**src/ksd_pkg.sv**
```systemverilog
/*
  Constants, register map and field layout for the kernel segment decoder
  and translation buffer register block.
  Assumes an AHB-Lite master with 32-bit single word transfers.
*/
package ksd_pkg;
  localparam logic [2:0] IDX_ENTRY_PTR  = 3'h0;
  localparam logic [2:0] IDX_REPLACE    = 3'h1;
  localparam logic [2:0] IDX_LOW_EVEN   = 3'h2;
  localparam logic [2:0] IDX_LOW_ODD    = 3'h3;
  localparam logic [2:0] IDX_PAGE_MASK  = 3'h5;
  localparam logic [2:0] IDX_WIRED      = 3'h6;
  localparam logic [2:0] IDX_CONTROL    = 3'h7;
  localparam int         PROBE_BIT      = 31;
  localparam int         MASK_LO        = 11;
  localparam int         MASK_HI        = 18;
  localparam int         ATTR_LO        = 3;
  localparam logic [4:0] REPLACE_TOP    = 5'h1F;
  localparam logic [4:0] WIRED_RESET    = 5'h00;
  localparam logic [2:0] UNCACHED_CODE  = 3'h2;
  localparam logic [31:0] LOW_KERNEL_BASE = 32'h8000_0000;
  localparam logic [31:0] UPPER_KERNEL_BASE = 32'hA000_0000;
  localparam logic [2:0] PHYS_CACHED_MIN = 3'h3;
  localparam logic [1:0] TOP_KERNEL     = 2'h3;
  localparam logic [1:0] TOP_PHYS       = 2'h2;
  typedef enum logic [3:0] {
    KSD_SEG_NONE, KSD_SEG_PHYS, KSD_SEG_KMAPPED, KSD_SEG_COMPAT0,
    KSD_SEG_COMPAT1, KSD_SEG_COMPATS, KSD_SEG_COMPAT3
  } ksd_seg_t;
  typedef enum logic [1:0] {
    KSD_OP_PROBE, KSD_OP_READ, KSD_OP_WRITE_IDX, KSD_OP_WRITE_RND
  } ksd_op_t;
endpackage : ksd_pkg

```
**src/ksd_kernel_seg.sv**
```systemverilog
/*
  Kernel address decode plus translation buffer software registers.
  Assumes one AHB-Lite master; the TLB array lives outside and answers
  probes and reads through the tlb* ports in the same cycle as the op.
*/
// The AHB-Lite register port was left to the implementer.
`timescale 1ns/10ps
module ksd_kernel_seg
  import ksd_pkg::*;
(
  input  wire logic        clk,
  input  wire logic        arst_n,
  input  wire logic        hsel,
  input  wire logic [31:0] haddr,
  input  wire logic [1:0]  htrans,
  input  wire logic        hwrite,
  input  wire logic [2:0]  hsize,
  input  wire logic [31:0] hwdata,
  input  wire logic        hready,
  output logic      [31:0] hrdata,
  output logic             hreadyout,
  output logic             hresp,
  input  wire logic [63:0] vaddr,
  input  wire logic        vaddrValid,
  input  wire logic        wide_kernel_addr_enable,
  input  wire logic [7:0]  addr_space_tag,
  input  wire logic [2:0]  pageAttr,
  input  wire logic        instrRetired,
  input  wire logic        tlbOpValid,
  input  wire ksd_op_t     tlbOp,
  input  wire logic        tlbProbeHit,
  input  wire logic [4:0]  tlbProbeIndex,
  input  wire logic [31:0] tlbReadEven,
  input  wire logic [31:0] tlbReadOdd,
  input  wire logic [31:0] tlbReadMask,
  output logic             segMapped,
  output logic             segCached,
  output logic             segAddrError,
  output ksd_seg_t         segKind,
  output logic      [31:0] physAddr,
  output logic      [71:0] taggedVaddr,
  output logic      [4:0]  tlbEntrySel,
  output logic             tlbWriteEn,
  output logic      [31:0] tlbWriteEven,
  output logic      [31:0] tlbWriteOdd,
  output logic      [7:0]  tlbCompareMask
);

  ////////////////////////////////////////////////////////////////////////
  // Registers
  logic        probeFail_reg;
  logic [4:0]  entryIdx_reg;
  logic [4:0]  replace_reg;
  logic [4:0]  wired_reg;
  logic [31:0] lowEven_reg;
  logic [31:0] lowOdd_reg;
  logic [7:0]  page_size_compare_mask_reg;
  logic [2:0]  lowmem_cache_policy_reg;
  logic        wrPend_reg;
  logic [2:0]  wrIdx_reg;

  ////////////////////////////////////////////////////////////////////////
  // Bus decode
  wire         addrPhase  = hsel & hready & htrans[1];
  wire         busWrite   = wrPend_reg;
  wire [2:0]   rdIdx      = haddr[4:2];
  wire         wrEntry    = busWrite & (wrIdx_reg == IDX_ENTRY_PTR);
  wire         wrEven     = busWrite & (wrIdx_reg == IDX_LOW_EVEN);
  wire         wrOdd      = busWrite & (wrIdx_reg == IDX_LOW_ODD);
  wire         wrMask     = busWrite & (wrIdx_reg == IDX_PAGE_MASK);
  wire         wrWired    = busWrite & (wrIdx_reg == IDX_WIRED);
  wire         wrCtrl     = busWrite & (wrIdx_reg == IDX_CONTROL);

  wire         opProbe    = tlbOpValid & (tlbOp == KSD_OP_PROBE);
  wire         opRead     = tlbOpValid & (tlbOp == KSD_OP_READ);
  wire         opWriteRnd = tlbOpValid & (tlbOp == KSD_OP_WRITE_RND);
  wire         opWriteIdx = tlbOpValid & (tlbOp == KSD_OP_WRITE_IDX);

  wire [31:0]  entryRead  = {probeFail_reg, 26'h0, entryIdx_reg};
  wire [31:0]  replRead   = {27'h0, replace_reg};
  wire [31:0]  maskRead   = {13'h0, page_size_compare_mask_reg, 11'h0};
  wire [31:0]  rdMux =
    (rdIdx == IDX_ENTRY_PTR) ? entryRead :
    (rdIdx == IDX_REPLACE)   ? replRead :
    (rdIdx == IDX_LOW_EVEN)  ? lowEven_reg :
    (rdIdx == IDX_LOW_ODD)   ? lowOdd_reg :
    (rdIdx == IDX_PAGE_MASK) ? maskRead :
    (rdIdx == IDX_WIRED)     ? {27'h0, wired_reg} :
    (rdIdx == IDX_CONTROL)   ? {29'h0, lowmem_cache_policy_reg} :
    32'h0;
  wire         mapped     = (haddr[7:5] == 3'h0) & (rdIdx != 3'h4);

  ////////////////////////////////////////////////////////////////////////
  // Replacement pointer
  wire         atFloor    = (replace_reg <= wired_reg);
  wire [4:0]   replDec    = atFloor ? REPLACE_TOP : replace_reg - 5'h1;
  wire [4:0]   replace_next =
    wrWired ? REPLACE_TOP :
    instrRetired ? replDec :
    replace_reg;

  ////////////////////////////////////////////////////////////////////////
  // AHB-Lite slave: zero wait states, always OKAY
  always_ff @(posedge clk or negedge arst_n) begin
    if (!arst_n) begin
      wrPend_reg <= 1'b0;
      wrIdx_reg  <= 3'h0;
      hrdata     <= 32'h0;
    end else begin
      wrPend_reg <= addrPhase & hwrite & mapped;
      wrIdx_reg  <= rdIdx;
      if (addrPhase & ~hwrite) begin
        hrdata <= mapped ? rdMux : 32'h0;
      end
    end
  end
  assign hreadyout = 1'b1;
  assign hresp     = 1'b0;

  ////////////////////////////////////////////////////////////////////////
  // Software registers and TLB op capture
  always_ff @(posedge clk or negedge arst_n) begin
    if (!arst_n) begin
      wired_reg               <= WIRED_RESET;
      replace_reg             <= REPLACE_TOP;
      probeFail_reg           <= 1'b0;
      entryIdx_reg            <= 5'h0;
      lowEven_reg             <= 32'h0;
      lowOdd_reg              <= 32'h0;
      page_size_compare_mask_reg            <= 8'h0;
      lowmem_cache_policy_reg <= 3'h0;
    end else begin
      replace_reg <= replace_next;
      if (wrWired) begin
        wired_reg <= hwdata[4:0];
      end
      if (wrCtrl) begin
        lowmem_cache_policy_reg <= hwdata[2:0];
      end
      if (opProbe) begin
        probeFail_reg <= ~tlbProbeHit;
        if (tlbProbeHit) begin
          entryIdx_reg <= tlbProbeIndex;
        end
      end else if (wrEntry) begin
        probeFail_reg <= hwdata[PROBE_BIT];
        entryIdx_reg  <= hwdata[4:0];
      end
      if (opRead) begin
        lowEven_reg  <= tlbReadEven;
        lowOdd_reg   <= tlbReadOdd;
        page_size_compare_mask_reg <= tlbReadMask[MASK_HI:MASK_LO];
      end else begin
        if (wrEven) begin
          lowEven_reg <= hwdata;
        end
        if (wrOdd) begin
          lowOdd_reg <= hwdata;
        end
        if (wrMask) begin
          page_size_compare_mask_reg <= hwdata[MASK_HI:MASK_LO];
        end
      end
    end
  end

  ////////////////////////////////////////////////////////////////////////
  // TLB write port
  assign tlbEntrySel    = opWriteRnd ? replace_reg : entryIdx_reg;
  assign tlbWriteEn     = opWriteRnd | opWriteIdx;
  assign tlbWriteEven   = lowEven_reg;
  assign tlbWriteOdd    = lowOdd_reg;
  assign tlbCompareMask = page_size_compare_mask_reg;

  ////////////////////////////////////////////////////////////////////////
  // Kernel address decode
  wire         isKernTop  = wide_kernel_addr_enable &
                            (vaddr[63:62] == TOP_KERNEL);
  wire         isCompat   = isKernTop & (&vaddr[61:31]);
  wire         isPhys     = wide_kernel_addr_enable &
                            (vaddr[63:62] == TOP_PHYS);
  wire         physBad    = |vaddr[58:32];
  wire         physCached = (vaddr[61:59] != UNCACHED_CODE);
  wire         pageCached = (pageAttr != UNCACHED_CODE);
  wire         lowCached  = (lowmem_cache_policy_reg != UNCACHED_CODE);
  wire [1:0]   compatSel  = vaddr[30:29];
  wire [31:0]  lowAddr    = vaddr[31:0];

  ksd_seg_t    segKindNext;
  logic        mappedNext;
  logic        cachedNext;
  logic [31:0] physNext;
  always_comb begin
    segKindNext = KSD_SEG_NONE;
    mappedNext  = 1'b0;
    cachedNext  = 1'b0;
    physNext    = 32'h0;
    if (isCompat) begin
      unique case (compatSel)
        2'h0: begin
          segKindNext = KSD_SEG_COMPAT0;
          cachedNext  = lowCached;
          physNext    = lowAddr - LOW_KERNEL_BASE;
        end
        2'h1: begin
          segKindNext = KSD_SEG_COMPAT1;
          physNext    = lowAddr - UPPER_KERNEL_BASE;
        end
        2'h2: begin
          segKindNext = KSD_SEG_COMPATS;
          mappedNext  = 1'b1;
          cachedNext  = pageCached;
        end
        2'h3: begin
          segKindNext = KSD_SEG_COMPAT3;
          mappedNext  = 1'b1;
          cachedNext  = pageCached;
        end
      endcase
    end else if (isKernTop) begin
      segKindNext = KSD_SEG_KMAPPED;
      mappedNext  = 1'b1;
      cachedNext  = pageCached;
    end else if (isPhys & ~physBad) begin
      segKindNext = KSD_SEG_PHYS;
      cachedNext  = physCached;
      physNext    = lowAddr;
    end
  end

  always_ff @(posedge clk or negedge arst_n) begin
    if (!arst_n) begin
      segKind      <= KSD_SEG_NONE;
      segMapped    <= 1'b0;
      segCached    <= 1'b0;
      segAddrError <= 1'b0;
      physAddr     <= 32'h0;
      taggedVaddr  <= 72'h0;
    end else if (vaddrValid) begin
      segKind      <= segKindNext;
      segMapped    <= mappedNext;
      segCached    <= cachedNext;
      segAddrError <= isPhys & physBad;
      physAddr     <= physNext;
      taggedVaddr  <= {addr_space_tag, vaddr};
    end
  end

endmodule : ksd_kernel_seg

```
**config.mk**
```make
export PLATFORM = sky130hd
export DESIGN_NAME = ksd_kernel_seg
export DESIGN_NICKNAME = d
export VERILOG_FILES = /design/src/ksd_pkg.sv /design/src/ksd_kernel_seg.sv
export SDC_FILE = /design/constraint.sdc
export NUM_CORES = 1
export LEC_CHECK = 0
export ABC_AREA = 1
export BUFFER_PORTS_ARGS = -buffer_cell sky130_fd_sc_hd__clkbuf_2
export CAP_MARGIN = 15
export CELL_PAD_IN_SITES_DETAIL_PLACEMENT = 1
export CELL_PAD_IN_SITES_GLOBAL_PLACEMENT = 1
export CORE_MARGIN = 4
export CORE_UTILIZATION = 31
export CTS_CLUSTER_SIZE = 14
export DETAILED_ROUTE_END_ITERATION = 12
export HOLD_SLACK_MARGIN = 0.15
export MAX_ROUTING_LAYER = met4
export PLACE_DENSITY_LB_ADDON = 0.08
export SLEW_MARGIN = 20
export SYNTH_ARGS = -nofsm -noshare
export SYNTH_HDL_FRONTEND = slang
export SYNTH_SLANG_ARGS = --single-unit
export TNS_END_PERCENT = 10
```
**constraint.sdc**
```tcl
create_clock -name clk -period 1.4 [get_ports clk]
set_clock_uncertainty 0.15 [all_clocks]
set_input_delay 0.42 -clock clk [delete_from_list [all_inputs] [get_ports clk]]
set_output_delay 0.42 -clock clk [all_outputs]
set_load 0.01 [all_outputs]
```
; Word-level counts from Yosys, hierarchy flattened
; Cells that the tools add are included.
[op_classes]
n_lt_le_gt_ge = 1
muxes = 38
bitwise = 25
n_reduce_logical = 14
eq_ne = 24
add_sub_neg = 3
[op_table]
columns = operator, n
row1 = two-way mux 32 bit, 12
row2 = one-hot mux 32 bit (2 select lines), 1
row3 = subtractor 32 bit (second input constant), 2
row4 = two-way mux 5 bit, 8
row5 = AND reduction 31 bit, 1
row6 = OR reduction 27 bit, 1
row7 = AND 1 bit, 21
row8 = two-way mux 19 bit, 1
row9 = equality test 3 bit (second input constant), 6
row10 = two-way mux 8 bit, 2
row11 = one-hot mux 4 bit (4 select lines), 1
row12 = equality test 2 bit (second input constant), 6
row13 = equality test 3 x 2 -> 1 bit (second input constant), 4
row14 = nonzero test 2 bit, 5
row15 = zero test 3 bit, 3
row16 = two-way mux 1 bit, 9
row17 = != test 3 x 2 -> 1 bit (second input constant), 3
row18 = <= comparator 5 bit, 1
row19 = subtractor 5 x 1 -> 5 bit (second input constant), 1
row20 = equality test 2 x 1 -> 1 bit (second input constant), 2
row21 = zero test 2 bit, 2
row22 = two-way mux 4 bit, 1
row23 = equality test 3 x 1 -> 1 bit (second input constant), 1
row24 = two-way mux 3 bit, 1
row25 = other kinds (8), 10
[word_totals]
ff_bits = 238
word_cells = 122
inputBits = 257
out_inout_bits = 223

; Logic depth before layout (Yosys ltp)
[depth]
ltp_word = 9
ltp_mapped = 11
depth_no_buf = 10

; Worst setup path after synthesis
; OpenSTA, ideal clock, no wires.
[synth_path]
kind = input-to-reg
start = input vaddr[30]
end = register physAddr[10]
arrival_ns = 1.502
slack_ns = -0.317
setup_ns = 0.066
path_stages = 9
t_required_ns = 1.184
path_buffers = 2
cell_sequence = inv_1 > ha_1 > buf_2 > clkbuf_1 > o21a_1 > nand4_1 > nand2_1 > nand2_1 > nand2_1
[synth_via]
elab_chain_len = 3
word_cells_on_any_way = 4
classes_between = eq/ne: 1 / mux: 2 / reduce/logical: 1
[synth_lines]
columns = item, line_no
row1 = start: declaration, ksd_kernel_seg.sv:23  ; input wire logic [63:0] vaddr,
row2 = equality test 2 x 1 -> 1 bit or zero test 2 bit (tied branches), ksd_kernel_seg.sv:199  ; unique case (compatSel)
row3 = one-hot mux 32 bit (2 select lines) (*), ksd_kernel_seg.sv:199
row4 = two-way mux 32 bit (*), ksd_kernel_seg.sv:198  ; if (isCompat) begin
row5 = end signal: assignment, ksd_kernel_seg.sv:244  ; physAddr <= physNext;
row6 = end: declaration, ksd_kernel_seg.sv:40  ; output logic [31:0] physAddr,
; Mark *: on every way between the ends. The rest lies on a longest branch, timed or not.
; A chain may end at the register's enable or synchronous reset.

; Worst setup path after layout
[layout_path]
start = register replace_reg[0]
end = output tlbEntrySel[0]
[layout_via]
elab_chain_len = 1
[layout_lines]
columns = item, line_no
row1 = start: declaration, ksd_kernel_seg.sv:53  ; logic [4:0] replace_reg;
row2 = start signal: assignment, ksd_kernel_seg.sv:133  ; replace_reg <= replace_next;
row3 = two-way mux 5 bit, ksd_kernel_seg.sv:169  ; assign tlbEntrySel = opWriteRnd ? replace_reg : entryIdx_reg;
row4 = end: declaration, ksd_kernel_seg.sv:42  ; output logic [4:0] tlbEntrySel,
; Every way passes these cells.

==> summary.md <==
| Metric | Value |
|---|---|
| CP Capture Type | `output pin` |
| DP HPWL | `36300 microns` |
| Area contributors post-synth | `dfrtp_1 50%, nand2_1 19%, nor2_1 3.5%` |
| Port bufs | `422` |
| Drt drc | `0` |
| Cell chain of the critical path | `inv_2 > o21ai_2 > buf_2` |
| Slowest Stage Delay on Critical Path | `0.54 ns` |
| Share of layout cells above drive strength 1 | `31.5%` |
| Final Max Slew Viols | `0` |
| CTS tree | `built` |
| Arrival @ worst endpoint | `1.42 ns` |
| Total power | `20.2 mW` |
| Worst setup SP type | `flip-flop` |
| Synth async-reset ratio | `100%` |
| Fin nets | `2440` |
| Clk_lat worst skew | `0.55 ns` |
| Critical path class | `reg -> out` |
| Total track usage | `25.4%` |
| Power Density | `1090 nW/um^2` |
| Number of clock sinks | `237` |
| FP Rows | `70` |
| # fillers | `4484` |
| Final worst slack | `-0.588 ns` |
| Endpoints failing setup | `286` |
| Final min period | `1.99 ns` |
| Biggest register | `taggedVaddr` |
| Routability cong. | `0.844` |
| Vias/cell | `4.88` |
| Vias | `13000` |
| Prevailing post-synth register cell | `dfrtp_1` |
| H-Tree Depth | `1` |
| Pin count of the biggest net entering global routing | `43` |
| Largest register FFs | `72` |
| Core area | `36700 sq um` |
| Post-DRT Antenna Nets | `0` |
| Dpl cells | `2386` |
| Outcome | `finished with violations` |
| Num CTS Buffers | `29` |
| Post-synth EDFFs | `0` |
| Root Driver | `clkbuf_16` |
| FMAX | `503 MHz` |
| Worst-path clk slew | `0.06 ns` |
| WL per Instance | `19.2 microns` |
| Starting Density | `31.5%` |
| Top cell type's share of synthesized area | `50.2%` |
| Die Wd | `201 microns` |
| Detailed Routing Iterations Pass 1 | `5` |
| CP max stage cell | `dfstp_2` |
| CP Max Fanout | `2` |
| RSZ-0062 raised after global routing | `yes` |
| CP Data Required Time | `0.83 ns` |
| Sequential area share after synthesis | `51.4%` |
| Leading area contributor after synthesis | `dfrtp_1` |
| Area Growth Syn to Fin | `60.2%` |
| Avg Inst Size Synth | `7.93 sq um` |
| Drt total wl | `51000 microns` |
| Class of the worst hold path | `in -> async` |
| Die Height | `201 microns` |
| Global-route wire length before repair | `80800 microns` |
| Synth Cell Area | `11600 sq um` |
| Peak supply drop | `0.871 mV` |
| Post-Synthesis Cells | `1457` |
| Synth warnings | `0` |
| Boundary pin count | `480` |
| Vias in the first global route | `14300` |
| Die area | `40400 sq um` |
| Initial detailed-routing violation count | `613` |
| Leakage power | `9.57 nW` |
| Total gr overflow | `0` |
| Clock Tree Buf Depth | `3` |
| Final hold vios | `0` |
| Period utilisation layout | `142%` |
| Non-Filler Instances | `2661` |
| Max-cap violations | `0` |
| Initial antenna violation count | `1` |
| Violations in the final reports | `setup timing` |
| Flops & latches, synth | `237` |
| Yosys cell types | `37` |
-- power breakdown --
group / switching, mW / internal [mW] / total [mW]
Sequential: 0.512 / 7.55 / 8.06
Clock: 2.99 / 4.37 / 7.36
Combinational: 2.50 / 2.24 / 4.74
Total: 6.00 / 14.2 / 20.2
-- critical path: cells and delay by family (launching register included) --
| family | cells | cell delay, ns |
|---|---|---|
| AO/OA/AOI/OAI | 1 | 0.13 |
| flip-flops | 1 | 0.54 |
| buffers and inverters | 2 | 0.19 |
-- Yosys cell counts (4+ instances only) --
cell	number
nor2_1	109
nor2_2	5
inv_1	58
o21ai_1	4
nand2_1	590
o21ai_0	70
nor2_4	5
buf_4	15
a31oi_1	61
o211ai_1	6
nand4_1	41
a22oi_1	19
clkbuf_1	31
inv_2	6
buf_2	29
o22ai_1	5
buf_1	4
dfrtp_1	232
clkinv_1	4
dfstp_2	5
o21a_1	23
nand3_1	77
a21oi_1	21
buf_6	7
ha_1	11
-- cell families (layout without fill, tap and decap cells) --
group	Yosys count	after routing	share of synthesized area, %
other	2	4	0.0650
AOI/OAI and AO/OA	216	216	11.5
and+or+nand+nor	835	835	29.5
buffers and inverters	154	888	6.26
xor gates and xnor gates	2	2	0.152
DFF	237	237	51.4
adders and majority gates	11	11	1.19
-- through the flow --
stage	area [sq um]	TNS [ns]	hold WS [ns]	setup slack, ns	util [%]
global placement	15100	-51.53	0.169	-0.442	41.2
CTS	18300	-69.93	0.161	-0.609	49.9
detailed placement	15100	-58.05	0.169	-0.460	41.2
finish	18500	-59.45	0.191	-0.588	50.4
global route	18500	-77.25	0.196	-0.648	50.4
floorplan	11600	-8.66	-0.0256	-0.124	-
-- area by class of cell --
type	instances	area (sq um)	area share [%]
Timing Repair Buffer	769	5750	31.1
Clock buffer	42	855	4.62
Clock inverter	9	70.1	0.378
Inverter	68	270	1.46
Multi-Input combinational cell	1067	5040	27.2
Antenna cell	1	2.50	0.0135
Tap cell	468	586	3.16
Sequential cell	237	5940	32.1
-- layout by cell type (no fill, tap or decap), drive strengths merged, types with 2 or more instances in the layout --
| cell | synthesis | final |
|---|---|---|
| dfstp | 5 | 5 |
| buf | 55 | 183 |
| a21oi | 21 | 21 |
| dlygate4sd3 | 0 | 189 |
| a22oi | 19 | 19 |
| nand4 | 41 | 41 |
| o31ai | 3 | 3 |
| clkinv | 4 | 12 |
| o21bai | 2 | 2 |
| conb | 2 | 3 |
| dfrtp | 232 | 232 |
| ha | 11 | 11 |
| o21a | 23 | 23 |
| xor2 | 2 | 2 |
| or2 | 4 | 4 |
| a31oi | 61 | 61 |
| o21ai | 76 | 76 |
| nor2 | 119 | 119 |
| inv | 64 | 64 |
| o211ai | 6 | 6 |
| clkbuf | 31 | 439 |
| nand2 | 590 | 590 |
| nand3 | 79 | 79 |
| o22ai | 5 | 5 |
-- path summary, 6_finish.rpt --
check / from / to / slack [ns] / depth (start not counted)
worst min-delay path: arst_n / taggedVaddr[41]$_DFFE_PN0P_ / 0.19 / 2
worst max-delay path: replace_reg[0]$_DFFE_PN1P_ / tlbEntrySel[0] / -0.59 / 3
worst max register to register: replace_reg[3]$_DFFE_PN1P_ / replace_reg[1]$_DFFE_PN1P_ / -0.33 / 8
worst min register to register: taggedVaddr[65]$_DFFE_PN0P_ / taggedVaddr[65]$_DFFE_PN0P_ / 0.32 / 2
min in group clk: hwrite / hrdata[16]$_DFFE_PN0P_ / 0.21 / 5
max in group asynchronous: arst_n / wrIdx_reg[1]$_DFF_PN0_ / 0.34 / 3
-- layer usage --
metal | up-vias | routed length [microns] | global-route usage [%]
met3 | 80 | 2750 | 4.25
li1 | 6193 | - | -
met1 | 6332 | 21700 | 31.3
met4 | 0 | 1330 | 6.51
met5 | - | 0 | -
met2 | 380 | 25200 | 43.6
-- timing repair --
item | CTS | global route
pin swaps | 10 | 7
endpoints found under the setup margin | 306 | 356
hold endpoints to repair | 430 | 0
setup buffers | 26 | 9
hold buffers | 189 | 0
gates resized for setup | 50 | 60
Note: power is estimated with default switching activity, not from simulation.
